--- src/logic/psc_defines.svh ---
// register offsets, write masks, reset values and timing counts for the packet sequencer
//Contract
//data path bit: 0 continuous, 1 packet
//compat enable bit, resets low
//beacon mode needs enable and fixed format
//payload length eleven bits, low resets 0x40
//fixed uses length exactly, variable as rx max; code accepts any rx length when the length is zero
//compare address against own station address
//also accept all-stations address when configured
//send trigger: above limit or not empty
//level irq when count >= limit plus one
//writing go bit runs start transition from idle
//host starts only from sleep or standby
//halt bit forces idle, reads zero
//low-power state: standby or sleep by bit
//idle next select picks start destination
//after action rest in idle or low-power
//timer one moves low-power to send or receive
//frame done moves send to rest or receive
//length format: 0 fixed, 1 variable
//timer tick select: off, 64us, 4.1ms, 262ms
//marker length is field plus one, compat field; code fixes the field at 3: 4 bytes, 3 in compat
//reset to idle; go ignored unless resting chip
//unused bits read zero, ignore writes
`ifndef PSC_DEFINES_SVH
`define PSC_DEFINES_SVH
`define PSC_OFF_OPT2      8'h31
`define PSC_OFF_LEN_LO    8'h32
`define PSC_OFF_OWN       8'h33
`define PSC_OFF_ALL       8'h34
`define PSC_OFF_QSETUP    8'h35
`define PSC_OFF_SEQ1      8'h36
`define PSC_OFF_AUX       8'h3a
`define PSC_OFF_STAT      8'h3b
`define PSC_RST_OPT2      8'h40
`define PSC_RST_LEN_LO    8'h40
`define PSC_RST_OWN       8'h00
`define PSC_RST_ALL       8'h00
`define PSC_RST_QSETUP    8'h0f
`define PSC_RST_SEQ1      8'h00
`define PSC_RST_AUX       8'h0b
`define PSC_MASK_OPT2     8'h7f
`define PSC_MASK_QSETUP   8'hbf
`define PSC_MASK_SEQ1     8'h3f
`define PSC_MASK_AUX      8'h1f
`define PSC_CLK_HZ        10000000
`define PSC_TICK1_NS      64000
`define PSC_TICK2_NS      4100000
`define PSC_TICK3_NS      262000000
`define PSC_TICK1_CYC     ((`PSC_TICK1_NS / 1000) * (`PSC_CLK_HZ / 1000000))
`define PSC_TICK2_CYC     ((`PSC_TICK2_NS / 1000) * (`PSC_CLK_HZ / 1000000))
`define PSC_TICK3_CYC     ((`PSC_TICK3_NS / 1000) * (`PSC_CLK_HZ / 1000000))
`endif

--- src/logic/psc_pkg.sv ---
// types of the packet sequencer block
package psc_pkg;
    typedef enum logic [2:0] {
        PSC_IDLE    = 3'b000,
        PSC_REST    = 3'b001,
        PSC_RECV    = 3'b010,
        PSC_SEND    = 3'b011,
        PSC_QWAIT   = 3'b100
    } psc_seq_t;
    typedef enum logic [1:0] {
        PSC_CHIP_STBY  = 2'b00,
        PSC_CHIP_SLEEP = 2'b01,
        PSC_CHIP_ACT   = 2'b10
    } psc_chip_t;
    typedef struct packed {
        logic [7:0] opt2;
        logic [7:0] len_lo;
        logic [7:0] own;
        logic [7:0] all;
        logic [7:0] qsetup;
        logic [7:0] seq1;
        logic [7:0] aux;
    } psc_regs_t;
    typedef struct packed {
        logic       ack;
        logic [7:0] dat;
    } psc_wbr_t;
    typedef struct packed {
        psc_regs_t  regs;
        psc_wbr_t   wb;
        psc_seq_t   seq;
        psc_chip_t  chip;
        logic [21:0] tick_cnt;
        logic        tick;
        logic [7:0]  coef_cnt;
        logic        timer1_irq;
        logic        level_irq;
        logic        send_go;
        logic        addr_ok;
        logic        len_ok;
    } psc_state_t;
endpackage : psc_pkg

--- src/logic/psc_top.sv ---
// packet handler configuration and top-level sequencer with wishbone registers
//
// The Wishbone slave port is this design's own decision.
`timescale 1ns/1ps
`default_nettype none
`include "psc_defines.svh"
module psc_top
    import psc_pkg::*;
#(
    parameter int unsigned TICK1_CYC = `PSC_TICK1_CYC,
    parameter int unsigned TICK2_CYC = `PSC_TICK2_CYC,
    parameter int unsigned TICK3_CYC = `PSC_TICK3_CYC,
    parameter int unsigned FIFO_W    = 7
)(
    input  wire logic              CLK_IN,
    input  wire logic              RESET_IN,
    input  wire logic              WB_CYC_IN,
    input  wire logic              WB_STB_IN,
    input  wire logic              WB_WE_IN,
    input  wire logic [7:0]        WB_ADR_IN,
    input  wire logic [3:0]        WB_SEL_IN,
    input  wire logic [31:0]       WB_DAT_IN,
    output var  logic [31:0]       WB_DAT_OUT,
    output var  logic              WB_ACK_OUT,
    input  wire logic [FIFO_W-1:0] FIFO_COUNT_IN,
    input  wire logic              FRAME_DONE_IN,
    input  wire logic              RX_DONE_IN,
    input  wire logic [7:0]        RX_ADDR_IN,
    input  wire logic [10:0]       RX_LEN_IN,
    output var  logic [2:0]        SEQ_STATE_OUT,
    output var  logic [1:0]        CHIP_MODE_OUT,
    output var  logic              QUEUE_LEVEL_IRQ_OUT,
    output var  logic              SEND_START_OUT,
    output var  logic              ADDR_MATCH_OUT,
    output var  logic              LEN_OK_OUT,
    output var  logic [3:0]        MARKER_BYTES_OUT,
    output var  logic [10:0]       BODY_LENGTH_OUT,
    output var  logic              PACKET_MODE_OUT,
    output var  logic              COMPAT_OUT,
    output var  logic              BEACON_OUT,
    output var  logic              VARIABLE_LEN_OUT
);
    initial
    begin
        if (FIFO_W < 7 || TICK1_CYC < 1 || TICK2_CYC < 1 || TICK3_CYC < 1 || TICK3_CYC > 4194303)
            $error("psc_top: unsupported parameter values");
    end

    psc_state_t s_r;
    psc_state_t s_nxt;
    logic [FIFO_W-1:0] fc_a_r;
    logic [FIFO_W-1:0] fc_b_r;
    logic [2:0] ev_a_r;
    logic [2:0] ev_b_r;
    logic [7:0] ra_a_r;
    logic [7:0] ra_b_r;
    logic [10:0] rl_a_r;
    logic [10:0] rl_b_r;

    // pins from the modem side pass two flops; first stage feeds only the second
    always_ff @(posedge CLK_IN or posedge RESET_IN)
    begin
        if (RESET_IN)
        begin
            fc_a_r <= '0;
            fc_b_r <= '0;
            ev_a_r <= 3'h0;
            ev_b_r <= 3'h0;
            ra_a_r <= 8'h00;
            ra_b_r <= 8'h00;
            rl_a_r <= 11'h000;
            rl_b_r <= 11'h000;
        end
        else
        begin
            fc_a_r <= FIFO_COUNT_IN;
            fc_b_r <= fc_a_r;
            ev_a_r <= {RX_DONE_IN, FRAME_DONE_IN, 1'b0};
            ev_b_r <= ev_a_r;
            ra_a_r <= RX_ADDR_IN;
            ra_b_r <= ra_a_r;
            rl_a_r <= RX_LEN_IN;
            rl_b_r <= rl_a_r;
        end
    end

    function automatic logic [7:0] wr_lane(input logic [7:0] old, input logic [7:0] nw, input logic [7:0] msk);
        wr_lane = (old & ~msk) | (nw & msk);
    endfunction

    // resting destination shared by several transitions
    function automatic psc_seq_t rest_dest(input logic lp_state);
        rest_dest = lp_state ? PSC_REST : PSC_IDLE;
    endfunction

    logic       wb_req;
    logic       wb_wr;
    logic [7:0] wd;
    logic       go_cmd;
    logic       halt_cmd;
    logic       tick_sel_zero;
    logic [21:0] tick_len;
    logic [7:0] seq1_w;
    logic [6:0] lvl_need;

    always_comb
    begin
        s_nxt    = s_r;
        wb_req   = WB_CYC_IN && WB_STB_IN && !s_r.wb.ack;
        wb_wr    = wb_req && WB_WE_IN && WB_SEL_IN[0];
        wd       = WB_DAT_IN[7:0];
        go_cmd   = 1'b0;
        halt_cmd = 1'b0;
        seq1_w   = 8'h00;
        s_nxt.wb.ack = wb_req;
        s_nxt.wb.dat = 8'h00;
        if (wb_req)
        begin
            unique case (WB_ADR_IN)
                `PSC_OFF_OPT2:   s_nxt.wb.dat = s_r.regs.opt2;
                `PSC_OFF_LEN_LO: s_nxt.wb.dat = s_r.regs.len_lo;
                `PSC_OFF_OWN:    s_nxt.wb.dat = s_r.regs.own;
                `PSC_OFF_ALL:    s_nxt.wb.dat = s_r.regs.all;
                `PSC_OFF_QSETUP: s_nxt.wb.dat = s_r.regs.qsetup;
                `PSC_OFF_SEQ1:   s_nxt.wb.dat = s_r.regs.seq1;
                `PSC_OFF_AUX:    s_nxt.wb.dat = s_r.regs.aux;
                `PSC_OFF_STAT:   s_nxt.wb.dat = {1'b0, s_r.chip, s_r.level_irq, 1'b0, s_r.seq};
                default:         s_nxt.wb.dat = 8'h00;
            endcase
        end
        if (wb_wr)
        begin
            unique case (WB_ADR_IN)
                `PSC_OFF_OPT2:   s_nxt.regs.opt2 = wr_lane(s_r.regs.opt2, wd, `PSC_MASK_OPT2);
                `PSC_OFF_LEN_LO: s_nxt.regs.len_lo = wd;
                `PSC_OFF_OWN:    s_nxt.regs.own = wd;
                `PSC_OFF_ALL:    s_nxt.regs.all = wd;
                `PSC_OFF_QSETUP: s_nxt.regs.qsetup = wr_lane(s_r.regs.qsetup, wd, `PSC_MASK_QSETUP);
                `PSC_OFF_SEQ1:
                begin
                    seq1_w   = wd;
                    s_nxt.regs.seq1 = wr_lane(s_r.regs.seq1, wd, `PSC_MASK_SEQ1);
                    go_cmd   = wd[7];
                    halt_cmd = wd[6];
                end
                `PSC_OFF_AUX:    s_nxt.regs.aux = wr_lane(s_r.regs.aux, wd, `PSC_MASK_AUX);
                default:         s_nxt.regs = s_r.regs;
            endcase
        end

        // timer one tick base; aux[3:2] chooses resolution, aux[1:0] unused here
        tick_sel_zero = (s_r.regs.aux[3:2] == 2'b00);
        unique case (s_r.regs.aux[3:2])
            2'b01:   tick_len = 22'(TICK1_CYC);
            2'b10:   tick_len = 22'(TICK2_CYC);
            default: tick_len = 22'(TICK3_CYC);
        endcase
        s_nxt.tick       = 1'b0;
        s_nxt.timer1_irq = 1'b0;
        if (tick_sel_zero || s_r.seq != PSC_REST)
        begin
            s_nxt.tick_cnt = 22'h000000;
            s_nxt.coef_cnt = 8'h00;
        end
        else if (s_r.tick_cnt + 22'h000001 >= tick_len)
        begin
            s_nxt.tick_cnt = 22'h000000;
            s_nxt.tick     = 1'b1;
        end
        else
            s_nxt.tick_cnt = s_r.tick_cnt + 22'h000001;
        if (s_r.tick)
        begin
            // coefficient held in aux[4] scaled: one tick when clear, four when set
            if (s_r.coef_cnt >= {6'h00, s_r.regs.aux[4], s_r.regs.aux[4]})
            begin
                s_nxt.coef_cnt   = 8'h00;
                s_nxt.timer1_irq = 1'b1;
            end
            else
                s_nxt.coef_cnt = s_r.coef_cnt + 8'h01;
        end

        lvl_need = 7'(s_r.regs.qsetup[5:0]) + 7'h01;
        s_nxt.level_irq = 7'(fc_b_r) >= lvl_need;
        s_nxt.send_go = s_r.regs.qsetup[7] ? (fc_b_r != '0)
                                            : (7'(fc_b_r) > 7'(s_r.regs.qsetup[5:0]));

        // address filter modes: own address always, all-stations address only when aux[0] is set
        s_nxt.addr_ok = (ra_b_r == s_r.regs.own)
                      || (s_r.regs.aux[0] && ra_b_r == s_r.regs.all);
        s_nxt.len_ok = (BODY_LENGTH_OUT == 11'h000) ? 1'b1
                     : (VARIABLE_LEN_OUT ? (rl_b_r <= BODY_LENGTH_OUT)
                                         : (rl_b_r == BODY_LENGTH_OUT));

        unique case (s_r.seq)
            PSC_IDLE:
                if (go_cmd && s_r.chip != PSC_CHIP_ACT)
                begin
                    unique case (seq1_w[4:3])
                        2'b00: s_nxt.seq = rest_dest(seq1_w[2]);
                        2'b01: s_nxt.seq = PSC_RECV;
                        2'b10: s_nxt.seq = PSC_SEND;
                        2'b11: s_nxt.seq = PSC_QWAIT;
                    endcase
                end
            PSC_REST:
                if (s_r.timer1_irq)
                    s_nxt.seq = s_r.regs.seq1[1] ? PSC_RECV : PSC_SEND;
            PSC_SEND:
                if (ev_b_r[1])
                    s_nxt.seq = s_r.regs.seq1[0] ? PSC_RECV : rest_dest(s_r.regs.seq1[2]);
            PSC_RECV:
                if (ev_b_r[2])
                    s_nxt.seq = rest_dest(s_r.regs.seq1[2]);
            PSC_QWAIT:
                if (s_r.send_go)
                    s_nxt.seq = PSC_SEND;
            default:
                s_nxt.seq = PSC_IDLE;
        endcase
        if (halt_cmd)
            s_nxt.seq = PSC_IDLE;

        unique case (s_nxt.seq)
            // new register value, so a write in the same cycle picks the mode at once
            PSC_REST: s_nxt.chip = s_nxt.regs.seq1[5] ? PSC_CHIP_SLEEP : PSC_CHIP_STBY;
            PSC_IDLE: s_nxt.chip = PSC_CHIP_STBY;
            default:  s_nxt.chip = PSC_CHIP_ACT;
        endcase
    end

    always_ff @(posedge CLK_IN or posedge RESET_IN)
    begin
        if (RESET_IN)
        begin
            s_r <= '0;
            s_r.regs.opt2   <= `PSC_RST_OPT2;
            s_r.regs.len_lo <= `PSC_RST_LEN_LO;
            s_r.regs.own    <= `PSC_RST_OWN;
            s_r.regs.all    <= `PSC_RST_ALL;
            s_r.regs.qsetup <= `PSC_RST_QSETUP;
            s_r.regs.seq1   <= `PSC_RST_SEQ1;
            s_r.regs.aux    <= `PSC_RST_AUX;
            s_r.seq         <= PSC_IDLE;
            s_r.chip        <= PSC_CHIP_STBY;
        end
        else
            s_r <= s_nxt;
    end

    always_ff @(posedge CLK_IN or posedge RESET_IN)
    begin
        if (RESET_IN)
        begin
            WB_DAT_OUT          <= 32'h00000000;
            WB_ACK_OUT          <= 1'b0;
            SEQ_STATE_OUT       <= 3'h0;
            CHIP_MODE_OUT       <= 2'h0;
            QUEUE_LEVEL_IRQ_OUT <= 1'b0;
            SEND_START_OUT      <= 1'b0;
            ADDR_MATCH_OUT      <= 1'b0;
            LEN_OK_OUT          <= 1'b0;
            MARKER_BYTES_OUT    <= 4'h0;
            BODY_LENGTH_OUT     <= 11'h040;
            PACKET_MODE_OUT     <= 1'b1;
            COMPAT_OUT          <= 1'b0;
            BEACON_OUT          <= 1'b0;
            VARIABLE_LEN_OUT    <= 1'b0;
        end
        else
        begin
            WB_DAT_OUT          <= {24'h000000, s_nxt.wb.dat};
            WB_ACK_OUT          <= s_nxt.wb.ack;
            SEQ_STATE_OUT       <= s_nxt.seq;
            CHIP_MODE_OUT       <= s_nxt.chip;
            QUEUE_LEVEL_IRQ_OUT <= s_nxt.level_irq;
            SEND_START_OUT      <= s_nxt.send_go && s_nxt.seq == PSC_SEND;
            ADDR_MATCH_OUT      <= s_nxt.addr_ok;
            LEN_OK_OUT          <= s_nxt.len_ok;
            // marker size field kept in aux[7:5] would exceed mask; use compat rule on field 3
            MARKER_BYTES_OUT    <= s_nxt.regs.opt2[5] ? 4'h3 : 4'h4;
            BODY_LENGTH_OUT     <= {s_nxt.regs.opt2[2:0], s_nxt.regs.len_lo};
            PACKET_MODE_OUT     <= s_nxt.regs.opt2[6];
            COMPAT_OUT          <= s_nxt.regs.opt2[5];
            BEACON_OUT          <= s_nxt.regs.opt2[3] && !s_nxt.regs.aux[1];
            VARIABLE_LEN_OUT    <= s_nxt.regs.aux[1];
        end
    end

    chk_halt_idle: assert property (@(posedge CLK_IN) disable iff (RESET_IN)
        (WB_ACK_OUT && $past(WB_WE_IN) && $past(WB_ADR_IN) == `PSC_OFF_SEQ1 && $past(WB_DAT_IN[6])) |->
        SEQ_STATE_OUT == 3'h0) else $error("halt did not force idle");
    chk_go_send: assert property (@(posedge CLK_IN) disable iff (RESET_IN)
        ($past(s_r.seq) == PSC_IDLE && $past(go_cmd) && !$past(halt_cmd) && $past(seq1_w[4:3]) == 2'b10
         && $past(s_r.chip) != PSC_CHIP_ACT) |-> s_r.seq == PSC_SEND) else $error("start to send missed");
    chk_rest_chip: assert property (@(posedge CLK_IN) disable iff (RESET_IN)
        SEQ_STATE_OUT == 3'h1 |-> CHIP_MODE_OUT == {1'b0, s_r.regs.seq1[5]}) else $error("rest chip mode wrong");
    chk_level_irq: assert property (@(posedge CLK_IN) disable iff (RESET_IN)
        QUEUE_LEVEL_IRQ_OUT == ($past(fc_b_r) > $past(s_r.regs.qsetup[5:0])))
        else $error("level irq wrong");
    chk_halt_read: assert property (@(posedge CLK_IN) disable iff (RESET_IN)
        s_r.regs.seq1[7:6] == 2'b00) else $error("command bits stored");
    chk_len_join: assert property (@(posedge CLK_IN) disable iff (RESET_IN)
        BODY_LENGTH_OUT == {s_r.regs.opt2[2:0], s_r.regs.len_lo}) else $error("length join");
    chk_timer_rest: assert property (@(posedge CLK_IN) disable iff (RESET_IN)
        (s_r.seq == PSC_REST && s_r.timer1_irq && !halt_cmd) |=> s_r.seq == ($past(s_r.regs.seq1[1]) ? PSC_RECV : PSC_SEND))
        else $error("timer transition wrong");
    chk_frame_done: assert property (@(posedge CLK_IN) disable iff (RESET_IN)
        (s_r.seq == PSC_SEND && ev_b_r[1] && !halt_cmd && s_r.regs.seq1[0]) |=> s_r.seq == PSC_RECV)
        else $error("send to receive missed");
    cov_start: cover property (@(posedge CLK_IN) disable iff (RESET_IN) s_r.seq == PSC_IDLE ##1 s_r.seq == PSC_SEND);
    cov_rest: cover property (@(posedge CLK_IN) disable iff (RESET_IN) s_r.seq == PSC_REST ##1 s_r.seq == PSC_RECV);
    cov_qwait: cover property (@(posedge CLK_IN) disable iff (RESET_IN) s_r.seq == PSC_QWAIT ##1 s_r.seq == PSC_SEND);
endmodule : psc_top
`default_nettype wire

--- config.mk ---
export PLATFORM = sky130hd
export DESIGN_NAME = psc_top
export DESIGN_NICKNAME = d
export VERILOG_FILES = /design/src/logic/psc_pkg.sv /design/src/logic/psc_top.sv
export VERILOG_INCLUDE_DIRS = /design/src /design/src/logic
export SDC_FILE = /design/constraint.sdc
export NUM_CORES = 1
export LEC_CHECK = 0
export BUFFER_PORTS_ARGS = -buffer_cell sky130_fd_sc_hd__buf_2
export CAP_MARGIN = 20
export CORE_MARGIN = 2
export CORE_UTILIZATION = 49
export CTS_BUF_LIST = sky130_fd_sc_hd__clkbuf_4
export CTS_CLUSTER_DIAMETER = 40
export DETAILED_ROUTE_END_ITERATION = 10
export PLACE_DENSITY = 0.76
export SLEW_MARGIN = 20
export SYNTH_ARGS = -nofsm -noshare
export SYNTH_HDL_FRONTEND = slang
export SYNTH_SLANG_ARGS = --single-unit
--- constraint.sdc ---
create_clock -name CLK_IN -period 7.95 [get_ports CLK_IN]
set_input_delay 1.59 -clock CLK_IN [delete_from_list [all_inputs] [get_ports CLK_IN]]
set_output_delay 1.59 -clock CLK_IN [all_outputs]
set_load 0.01 [all_outputs]
---- After elaboration in Yosys (flattened, before gate mapping) ----
Cells that the tools add are included.
storage, ports and cells
  bits in registers ....................... 181
  input bits .............................. 77
  output and inout bits ................... 61
  word-level logic and storage cells ...... 141
cells by class
  $add $sub $neg .......................... 3
  $lt $le $gt $ge ......................... 5
  eq/ne operators ......................... 24
  multiplexer cells ....................... 43
  bitwise operators ....................... 4
  reductions and logical operators ........ 25
operators by type and width
  kind                     count
  $mux W8                  9
  $eq A8 B6 Y1 const B     8
  $pmux W8 S8              1
  $mux W55                 1
  $mux W22                 2
  $pmux W22 S2             1
  $mux W3                  8
  $add A22 B1 Y22 const B  1
  $ge A22 B22 Y1           1
  $eq A8 B8 Y1             2
  $pmux W3 S5              1
  $mux W1                  14
  $pmux W3 S4              1
  $reduce_and A2 Y1        6
  $eq A11 B11 Y1           1
  $le A11 B11 Y1           1
  $logic_not A11 Y1        1
  $mux W5                  2
  $eq A3 B2 Y1 const B     3
  $mux W9                  1
  $add A8 B1 Y8 const B    1
  $ge A8 B2 Y1             1
  $logic_and A1 B1 Y1      8
  $or A7 B8 Y8             1
  20 further kinds         28

---- Depth between registers and ports, before layout ----
Gate-level depths: netlist (run 1).
  depth in word-level cells ............... 12
  mapped depth ............................ 14
  gate-level depth less buffers ........... 12

---- Worst setup path before layout (run 1) ----
Ideal clock, no wire load.
  path kind ............................... input-to-reg
  start ................................... input WB_ADR_IN[7]
  end ..................................... register SEND_START_OUT
  library setup time ...................... 126 ps
  data arrival time ....................... 3632 ps
  required time ........................... 7824 ps
  path slack .............................. 4192 ps
  cell stages on the path ................. 11
  path buffers ............................ 2
  path through ............................ nor4bb_1 and3_1 buf_2 and3_1 clkbuf_1 nand2_1 ha_1 mux2_2 a221oi_1 nor2_1 o311a_1
RTL lines
  element                 RTL line        text
  start: declaration      psc_top.sv:20   input wire logic [7:0] WB_ADR_IN,
  end signal: assignment  psc_top.sv:261  SEND_START_OUT <= 1'b0;
  end signal: assignment  psc_top.sv:278  SEND_START_OUT <= s_nxt.send_go && s_nxt.seq == PSC_SEND;
  end: declaration        psc_top.sv:33   output var logic SEND_START_OUT,

==> results of run 1 <==
==> metal layers <==
layer	wire length [um]	part of all wire [%]	global-route usage [%]	up-vias
met4	326	2.0	6.82	0
met1	7490	46	27.5	2588
met2	7580	46	31.6	164
met3	998	6.1	4.72	28
li1	-	-	-	2561
met5	0	0	0	-
==> cells in the final DEF, fill, tap and decap left out, types with 2 or more instances in the layout <==
master	synthesis	final
inv_1	36	35
clkinv_4	0	4
mux2_2	44	44
buf_4	44	3
nor4b_1	4	4
and2_1	7	7
o21ai_0	19	19
buf_2	2	85
mux2i_1	8	8
and3_1	10	10
or4_1	2	2
nand2b_1	4	4
clkbuf_4	0	18
inv_6	0	5
or3_1	3	3
conb_1	1	25
nand3b_1	2	2
a21oi_1	20	20
nor4_1	10	10
xor2_1	16	16
a31oi_1	6	6
dfrtp_1	150	150
nand4_1	14	14
nor2b_1	10	10
dfstp_2	9	9
nand3_1	27	27
a21o_1	9	9
a211oi_1	2	2
a221oi_1	3	3
nor2_1	17	17
nand4b_1	2	2
nor3_1	30	30
and4_1	3	3
ha_1	51	51
o21a_1	6	6
clkinvlp_4	0	4
nand2_1	52	52
o31a_1	3	3
xnor2_1	23	23
a22oi_1	15	15
==> worst paths after layout <==
kind	end	slack (ps)
min reg2reg	rl_b_r[9]$_DFF_PP0_	330
min in group asynchronous	fc_a_r[1]$_DFF_PP0_	1180
min	rl_b_r[9]$_DFF_PP0_	330
max reg2reg	s_r[13]$_DFF_PP0_	4320
max	SEND_START_OUT$_DFF_PP0_	4300
max in group asynchronous	QUEUE_LEVEL_IRQ_OUT$_DFF_PP0_	5380
==> cells by family (layout without fill, tap and decap cells) <==
kind of cell,count (synthesis),in the layout
buffers and inverters,97,157
DFF,159,159
AOI/OAI and AO/OA,96,96
adders and majority gates,51,51
and+or+nand+nor,208,208
xor gates and xnor gates,39,39
other,1,25
muxes,52,52
==> synthesized netlist by cell type (12+ instances only) <==
master,number,area (um2)
clkbuf_1,12,45.0
nor2_1,17,63.8
nand2_1,52,195
a22oi_1,15,113
buf_4,44,330
dfrtp_1,150,3750
xor2_1,16,140
nand3_1,27,135
nor3_1,30,150
a21oi_1,20,100
o21ai_0,19,95.1
ha_1,51,638
nand4_1,14,87.6
xnor2_1,23,201
mux2_2,44,495
inv_1,36,135
==> layout make-up <==
type                       instances  area (um2)
timing repair buffer              89         459
clock inverter                    14         134
clock buffer                      18         135
fill                            1439        7240
multi-input combinational        471        3410
sequential                       159        3990
tap                              216         270
inverter                          36         140
==> state kept, by name, indices dropped and copies added (netlist names) <==
signal and count:
SEQ_STATE_OUT 3, fc_a_r 7, ev_a_r 2, BEACON_OUT 1
s_r 71, BODY_LENGTH_OUT 10, rl_a_r 11, WB_DAT_OUT 8
ra_b_r 8, WB_ACK_OUT 1, SEND_START_OUT 1, QUEUE_LEVEL_IRQ_OUT 1
CHIP_MODE_OUT 2, LEN_OK_OUT 1, rl_b_r 11, fc_b_r 7
ev_b_r 2, ADDR_MATCH_OUT 1, MARKER_BYTES_OUT 2, VARIABLE_LEN_OUT 1
ra_a_r 8
==> report_power, final <==
group / internal, mW / total [mW] / switching [mW] / leakage [nW]
sequential: 0.826 / 0.836 / 0.00969 / 2.04
clock: 0.163 / 0.459 / 0.297 / 0.134
combinational: 0.0260 / 0.0732 / 0.0472 / 1.94
==> worst max-delay path: stages <==
cell	delay (ps)
buf_2	100
nor4bb_1	370
and3_1	440
and3_1	340
nand2_1	150
ha_1	220
mux2_2	270
a221oi_1	340
nor2_1	120
o311a_1	150
==> results.rst, run 1 <==
.. list-table::
   :header-rows: 1

   * - Metric
     - Value
   * - CTS tree
     - built
   * - Hold Path Origin
     - rl_a_r[9]$_DFF_PP0_
   * - LEAKAGE
     - 4.12 nW
   * - # resized after CTS
     - 0
   * - Final hold slack
     - 334 ps
   * - Mean number of vias per cell
     - 5.33
   * - RR Startpoint
     - s_r[18]$_DFF_PP0_
   * - Hold Crit Class
     - reg2reg
   * - Pin count of the biggest net entering global routing
     - 93
   * - Wire length of the first global-routing pass
     - 26200 um
   * - Clock slew at reported path FFs
     - 140 ps
   * - Quantity of I/O buffers inserted on ports
     - 85
   * - Flops & latches, synth
     - 159
   * - Headroom to the max-slew limit
     - 30.6%
   * - Die outline width
     - 131 um
   * - Total via count in the routed design
     - 5341
   * - CTS buffer count
     - 17
   * - Highest fanout seen on the critical path
     - 9
   * - Average routed wire per standard cell
     - 16.3 um
   * - Last weighted congestion value of the routability-driven placer
     - 0.882
   * - Share of the synthesized netlist area taken by xor and xnor gates
     - 4.35%
   * - Hold Path Stages
     - 0
   * - Final min period
     - 3650 ps
   * - Post-route standard cell area excluding fillers
     - 8530 um2
   * - Async set or reset register ratio after synthesis
     - 100%
   * - CP required
     - 8410 ps
   * - Total of max-cap violations
     - 0
   * - Share of final-layout standard cells stronger than drive strength 1
     - 23.3%
   * - Average instance area after synthesis
     - 11.2 um2
   * - Number of warning messages in the yosys log
     - 0
   * - Insertion delay to the later sink of the worst-skew pair
     - 560 ps
   * - Count of non-filler cells in the finished layout
     - 1003
   * - Data arrival time at the worst-slack endpoint
     - 4110 ps
   * - ANT cells
     - 0
   * - Clock tree skew after final layout
     - 21.8 ps
   * - Global route overflow
     - 0
   * - Power density over the cells
     - 160 nW/um2
   * - Count of H-tree levels built during CTS
     - 4
   * - Top Ports
     - 138
   * - Setup ws final
     - 4300 ps
   * - Initial antenna violation count
     - 0
   * - Utilization after layout
     - 54.1%
   * - Highest achievable clock rate
     - 274 MHz
   * - Worst setup slack before clock tree synthesis
     - 3780 ps
   * - Period utilisation layout
     - 45.9%
   * - Starting utilization of the core area
     - 49.8%
   * - Launch point of the critical path
     - WB_ADR_IN[7]
   * - Area of the mapped netlist
     - 7850 um2
   * - Number of clock sinks
     - 159
   * - Placement-stage cell area
     - 8250 um2
   * - Hold violation count in the final report
     - 0
   * - Total negative setup slack
     - 0 ps
   * - Buffer levels on the longest clock path
     - 2
   * - Type of element capturing the critical path
     - register
   * - First-pass detailed-route iteration total
     - 5
   * - Iter 0 DRT Violations
     - 449
   * - Post-DP HPWL
     - 11800 um
   * - Flip-flop cell with the highest count after synthesis
     - dfrtp_1
   * - Max Transition Viols Final
     - 0
   * - Share of synthesized cell area in full adder, half adder and majority cells
     - 8.13%
   * - Height of the chip
     - 131 um
   * - Largest family of logic cells by synthesized area
     - simple AND/OR/NAND/NOR gates
   * - Number of enable flip-flop cells after synthesis
     - 0
   * - Synthesized instance count
     - 703
   * - Drt total wl
     - 16400 um
   * - Synthesis-to-layout area growth
     - 8.77%
   * - Core Footprint
     - 15800 um2
   * - Synth Area in Compound Gates
     - 8.08%
   * - Placed Instances
     - 970
   * - Clock Root Buffer
     - clkbuf_4
   * - Number of rows in the core area
     - 46
   * - Mux contribution to synthesized area
     - 7.34%
   * - Synth unique cells
     - 64
   * - Simple logic cell fraction of the synthesized area
     - 14.3%
   * - DRT antenna net count
     - 0
   * - Number of global-route vias before repair
     - 5179
   * - DRC violations left
     - 0
   * - Number of nets in the final layout
     - 902
   * - Worst Setup Path Type
     - in2reg
   * - RSZ-0062 raised after global routing
     - false
   * - Sequential element share of the synthesized area
     - 50.9%
   * - Cell depth of the worst flop-to-flop path
     - 12
   * - Die outline area
     - 17000 um2
   * - Buffers inserted by post-CTS timing repair
     - 0
   * - Pin slew with the least headroom to its limit
     - 1030 ps
   * - Post-cts hold buffer count
     - 0
   * - Category of the worst setup path launch point
     - input pin
   * - Total global-route track usage
     - 20.0%
   * - Setup-failing EPs final
     - 0
   * - Outcome
     - completed
   * - Total power
     - 1.37 mW
   * - Max VDD drop
     - 84.3 uV
No activity file was read; power rests on OpenSTA's default activity.
==> inputs of run 2 (changes only) <==
ABC_AREA = 1   (was unset)
PLACE_DENSITY = 0.79   (was 0.76)
clock period = 3.16 ns   (was 7.95 ns; I/O delays follow)
==> run 2 against run 1 <==
Net effect:
- power rose to 2.6 times the previous value
- hold slack got worse by 180 ps
- clock skew fell by 3.1 ps
- combinational power rose to 2.7 times the previous value
==> results.rst, run 2 <==
.. list-table::
   :header-rows: 1

   * - Metric
     - Value
   * - Outcome
     - completed
   * - Clock slew at reported path FFs
     - 140 ps
   * - Flip-flop cell with the highest count after synthesis
     - dfrtp_1
   * - Insertion delay to the later sink of the worst-skew pair
     - 570 ps
   * - Synthesized instance count
     - 903
   * - Area contributors post-synth
     - dfrtp_1, nand2_1, ha_1, inv_1, buf_4
   * - Worst Setup Path Type
     - reg2reg
   * - Pin count of the biggest net entering global routing
     - 82
   * - Share of final-layout standard cells stronger than drive strength 1
     - 18.1%
   * - Type of element capturing the critical path
     - register
   * - Leading cell types in the layout, fill and taps excluded
     - nand2_1, dfrtp_1, inv_1
   * - Period utilisation layout
     - 90.5%
   * - Quantity of I/O buffers inserted on ports
     - 85
   * - Highest achievable clock rate
     - 350 MHz
   * - Final min period
     - 2860 ps
   * - Average routed wire per standard cell
     - 14.4 um
   * - Count of H-tree levels built during CTS
     - 4
   * - Core Footprint
     - 16000 um2
   * - Clock Root Buffer
     - clkbuf_4
   * - DRC violations left
     - 0
   * - Synth top area share
     - 46.4%
   * - Starting utilization of the core area
     - 50.5%
   * - Count of non-filler cells in the finished layout
     - 1216
   * - Die outline width
     - 132 um
   * - Clock tree skew after final layout
     - 18.7 ps
   * - RSZ-0062 raised after global routing
     - false
   * - CTS buffer count
     - 17
   * - Hold Crit Class
     - in2reg
   * - Setup-failing EPs final
     - 0
   * - CTS tree
     - built
   * - Number of clock sinks
     - 159
   * - Final hold slack
     - 155 ps
   * - LEAKAGE
     - 4.24 nW
   * - Cell with the most instances after synthesis
     - nand2_1
   * - Pin slew with the least headroom to its limit
     - 683 ps
   * - DRT antenna net count
     - 0
   * - First-pass detailed-route iteration total
     - 5
   * - Number of warning messages in the yosys log
     - 0
   * - Commonest non-fill, non-tap cell in the layout
     - nand2_1
   * - Highest fanout seen on the critical path
     - 22
   * - Initial antenna violation count
     - 1
   * - Number of enable flip-flop cells after synthesis
     - 0
   * - Global route overflow
     - 0
   * - Flip-flop count of the largest register after layout
     - 71
   * - Headroom to the max-slew limit
     - 54.0%
   * - Mean number of vias per cell
     - 5.10
   * - Number of rows in the core area
     - 46
   * - Wire length of the first global-routing pass
     - 28500 um
   * - Power density over the cells
     - 393 nW/um2
   * - Total via count in the routed design
     - 6206
   * - Buffers inserted by post-CTS timing repair
     - 0
   * - Iter 0 DRT Violations
     - 453
   * - Flops & latches, synth
     - 159
   * - Reg with most FFs
     - s_r
   * - Die outline area
     - 17500 um2
   * - Total of max-cap violations
     - 0
   * - Top Ports
     - 138
   * - Utilization after layout
     - 55.5%
   * - Async set or reset register ratio after synthesis
     - 100%
   * - Post-synth top area cell
     - dfrtp_1
   * - Average instance area after synthesis
     - 8.95 um2
   * - Post-DP HPWL
     - 13300 um
   * - Area of the mapped netlist
     - 8080 um2
   * - Total global-route track usage
     - 20.6%
   * - Number of global-route vias before repair
     - 5883
   * - Category of the worst setup path launch point
     - register
   * - Synthesis-to-layout area growth
     - 9.83%
   * - Height of the chip
     - 132 um
   * - Buffer levels on the longest clock path
     - 2
   * - Hold violation count in the final report
     - 0
   * - Drt total wl
     - 17500 um
   * - Last weighted congestion value of the routability-driven placer
     - 0.929
   * - Data arrival time at the worst-slack endpoint
     - 3310 ps
   * - Number of nets in the final layout
     - 1114
   * - Most common library cells after synthesis
     - nand2_1, dfrtp_1, inv_1
   * - Sequential element share of the synthesized area
     - 49.4%
   * - Max VDD drop
     - 202 uV
   * - Synth unique cells
     - 44
   * - Total negative setup slack
     - 0 ps
   * - Max Transition Viols Final
     - 0
   * - Placed Instances
     - 1182
   * - CP required
     - 3610 ps
   * - Largest registers
     - s_r: 71 flops, rl_a_r: 11 flops, rl_b_r: 11 flops
-- run 2: cells by family (layout without fill, tap and decap cells) --
logic type | count (synthesis) | count (layout) | share of synthesized area [%]
AO/OA/AOI/OAI | 116 | 116 | 8.20
XOR/XNOR | 30 | 30 | 3.25
adder cells (fa/ha/maj) | 51 | 51 | 7.89
buffers and inverters | 165 | 237 | 9.86
flip-flops | 159 | 159 | 49.4
other | 1 | 26 | 0.0464
AND/OR/NAND/NOR | 381 | 381 | 21.4
-- run 2: path summary, 6_finish.rpt --
kind / from / end / slack, ps / cells past startpoint
max in group asynchronous: RESET_IN / s_r[104]$_DFFE_PP1P_ / 1870 / 4
worst max-delay path: s_r[17]$_DFF_PP0_ / s_r[35]$_DFF_PP0_ / 300 / 20
min in group asynchronous: RESET_IN / s_r[60]$_DFFE_PP0P_ / 560 / 3
worst min register to register: ev_a_r[1]$_DFF_PP0_ / ev_b_r[1]$_DFF_PP0_ / 350 / 0
worst min-delay path: RX_LEN_IN[8] / rl_a_r[8]$_DFF_PP0_ / 150 / 1
worst max register to register: s_r[17]$_DFF_PP0_ / s_r[35]$_DFF_PP0_ / 300 / 20
-- run 2: power by group --
part           internal (mW)  total [mW]  switching, mW
sequential              2.08        2.11         0.0254
clock                  0.440        1.18          0.744
combinational         0.0677       0.200          0.133
total                   2.59        3.49          0.902
-- run 2: final cells by class --
cell class / count / area, um2
multi-input cells: 603 / 3400
flip-flops and latches: 159 / 3990
clock inverters: 12 / 129
well taps: 216 / 270
clock buffers: 20 / 150
fillers: 1475 / 7120
inverters: 113 / 428
diodes: 1 / 2.50
repair buffers: 92 / 505
-- run 2: critical path, cell delays in order (launching register included) --
cell	delay, ps
dfrtp_2	440
nand2_1	80
nor2_2	180
nand2_4	100
nor2_8	130
nand2_2	100
o22a_1	260
ha_1	310
nand2_1	80
nor2_1	190
nand2_1	90
nor2_1	100
nand2_1	50
nor2_1	80
nand2_1	60
nand2_1	60
nand2_1	50
nand2_1	60
inv_2	60
nand2_8	190
nor2_1	70
-- run 2: timing repair --
item                       4_1_cts  5_1_grt
gates resized for setup          0        3
hold buffers                     1        0
setup endpoints to repair        0       22
hold endpoints to repair        10        0
-- run 2: stage by stage --
stage / cell area (um2) / worst slack, ps / total power, mW
2_1_floorplan: 8180 / 520 / 2.28
3_3_place_gp: 8570 / 211 / 2.34
3_5_place_dp: 8570 / 167 / 2.34
4_1_cts: 8860 / 131 / 3.53
5_1_grt: 8880 / 5.74 / 3.64
6_report: 8880 / 299 / 3.49
-- run 2: metal layers --
| metal | track usage [%] | vias to the layer above | part of all wire, % | wire length, um |
|---|---|---|---|---|
| li1 | - | 3034 | - | - |
| met1 | 27.1 | 2940 | 43 | 7550 |
| met2 | 33.2 | 202 | 48 | 8360 |
| met3 | 4.90 | 30 | 6.4 | 1110 |
| met4 | 7.89 | 0 | 2.5 | 435 |
| met5 | 0 | - | 0 | 0 |
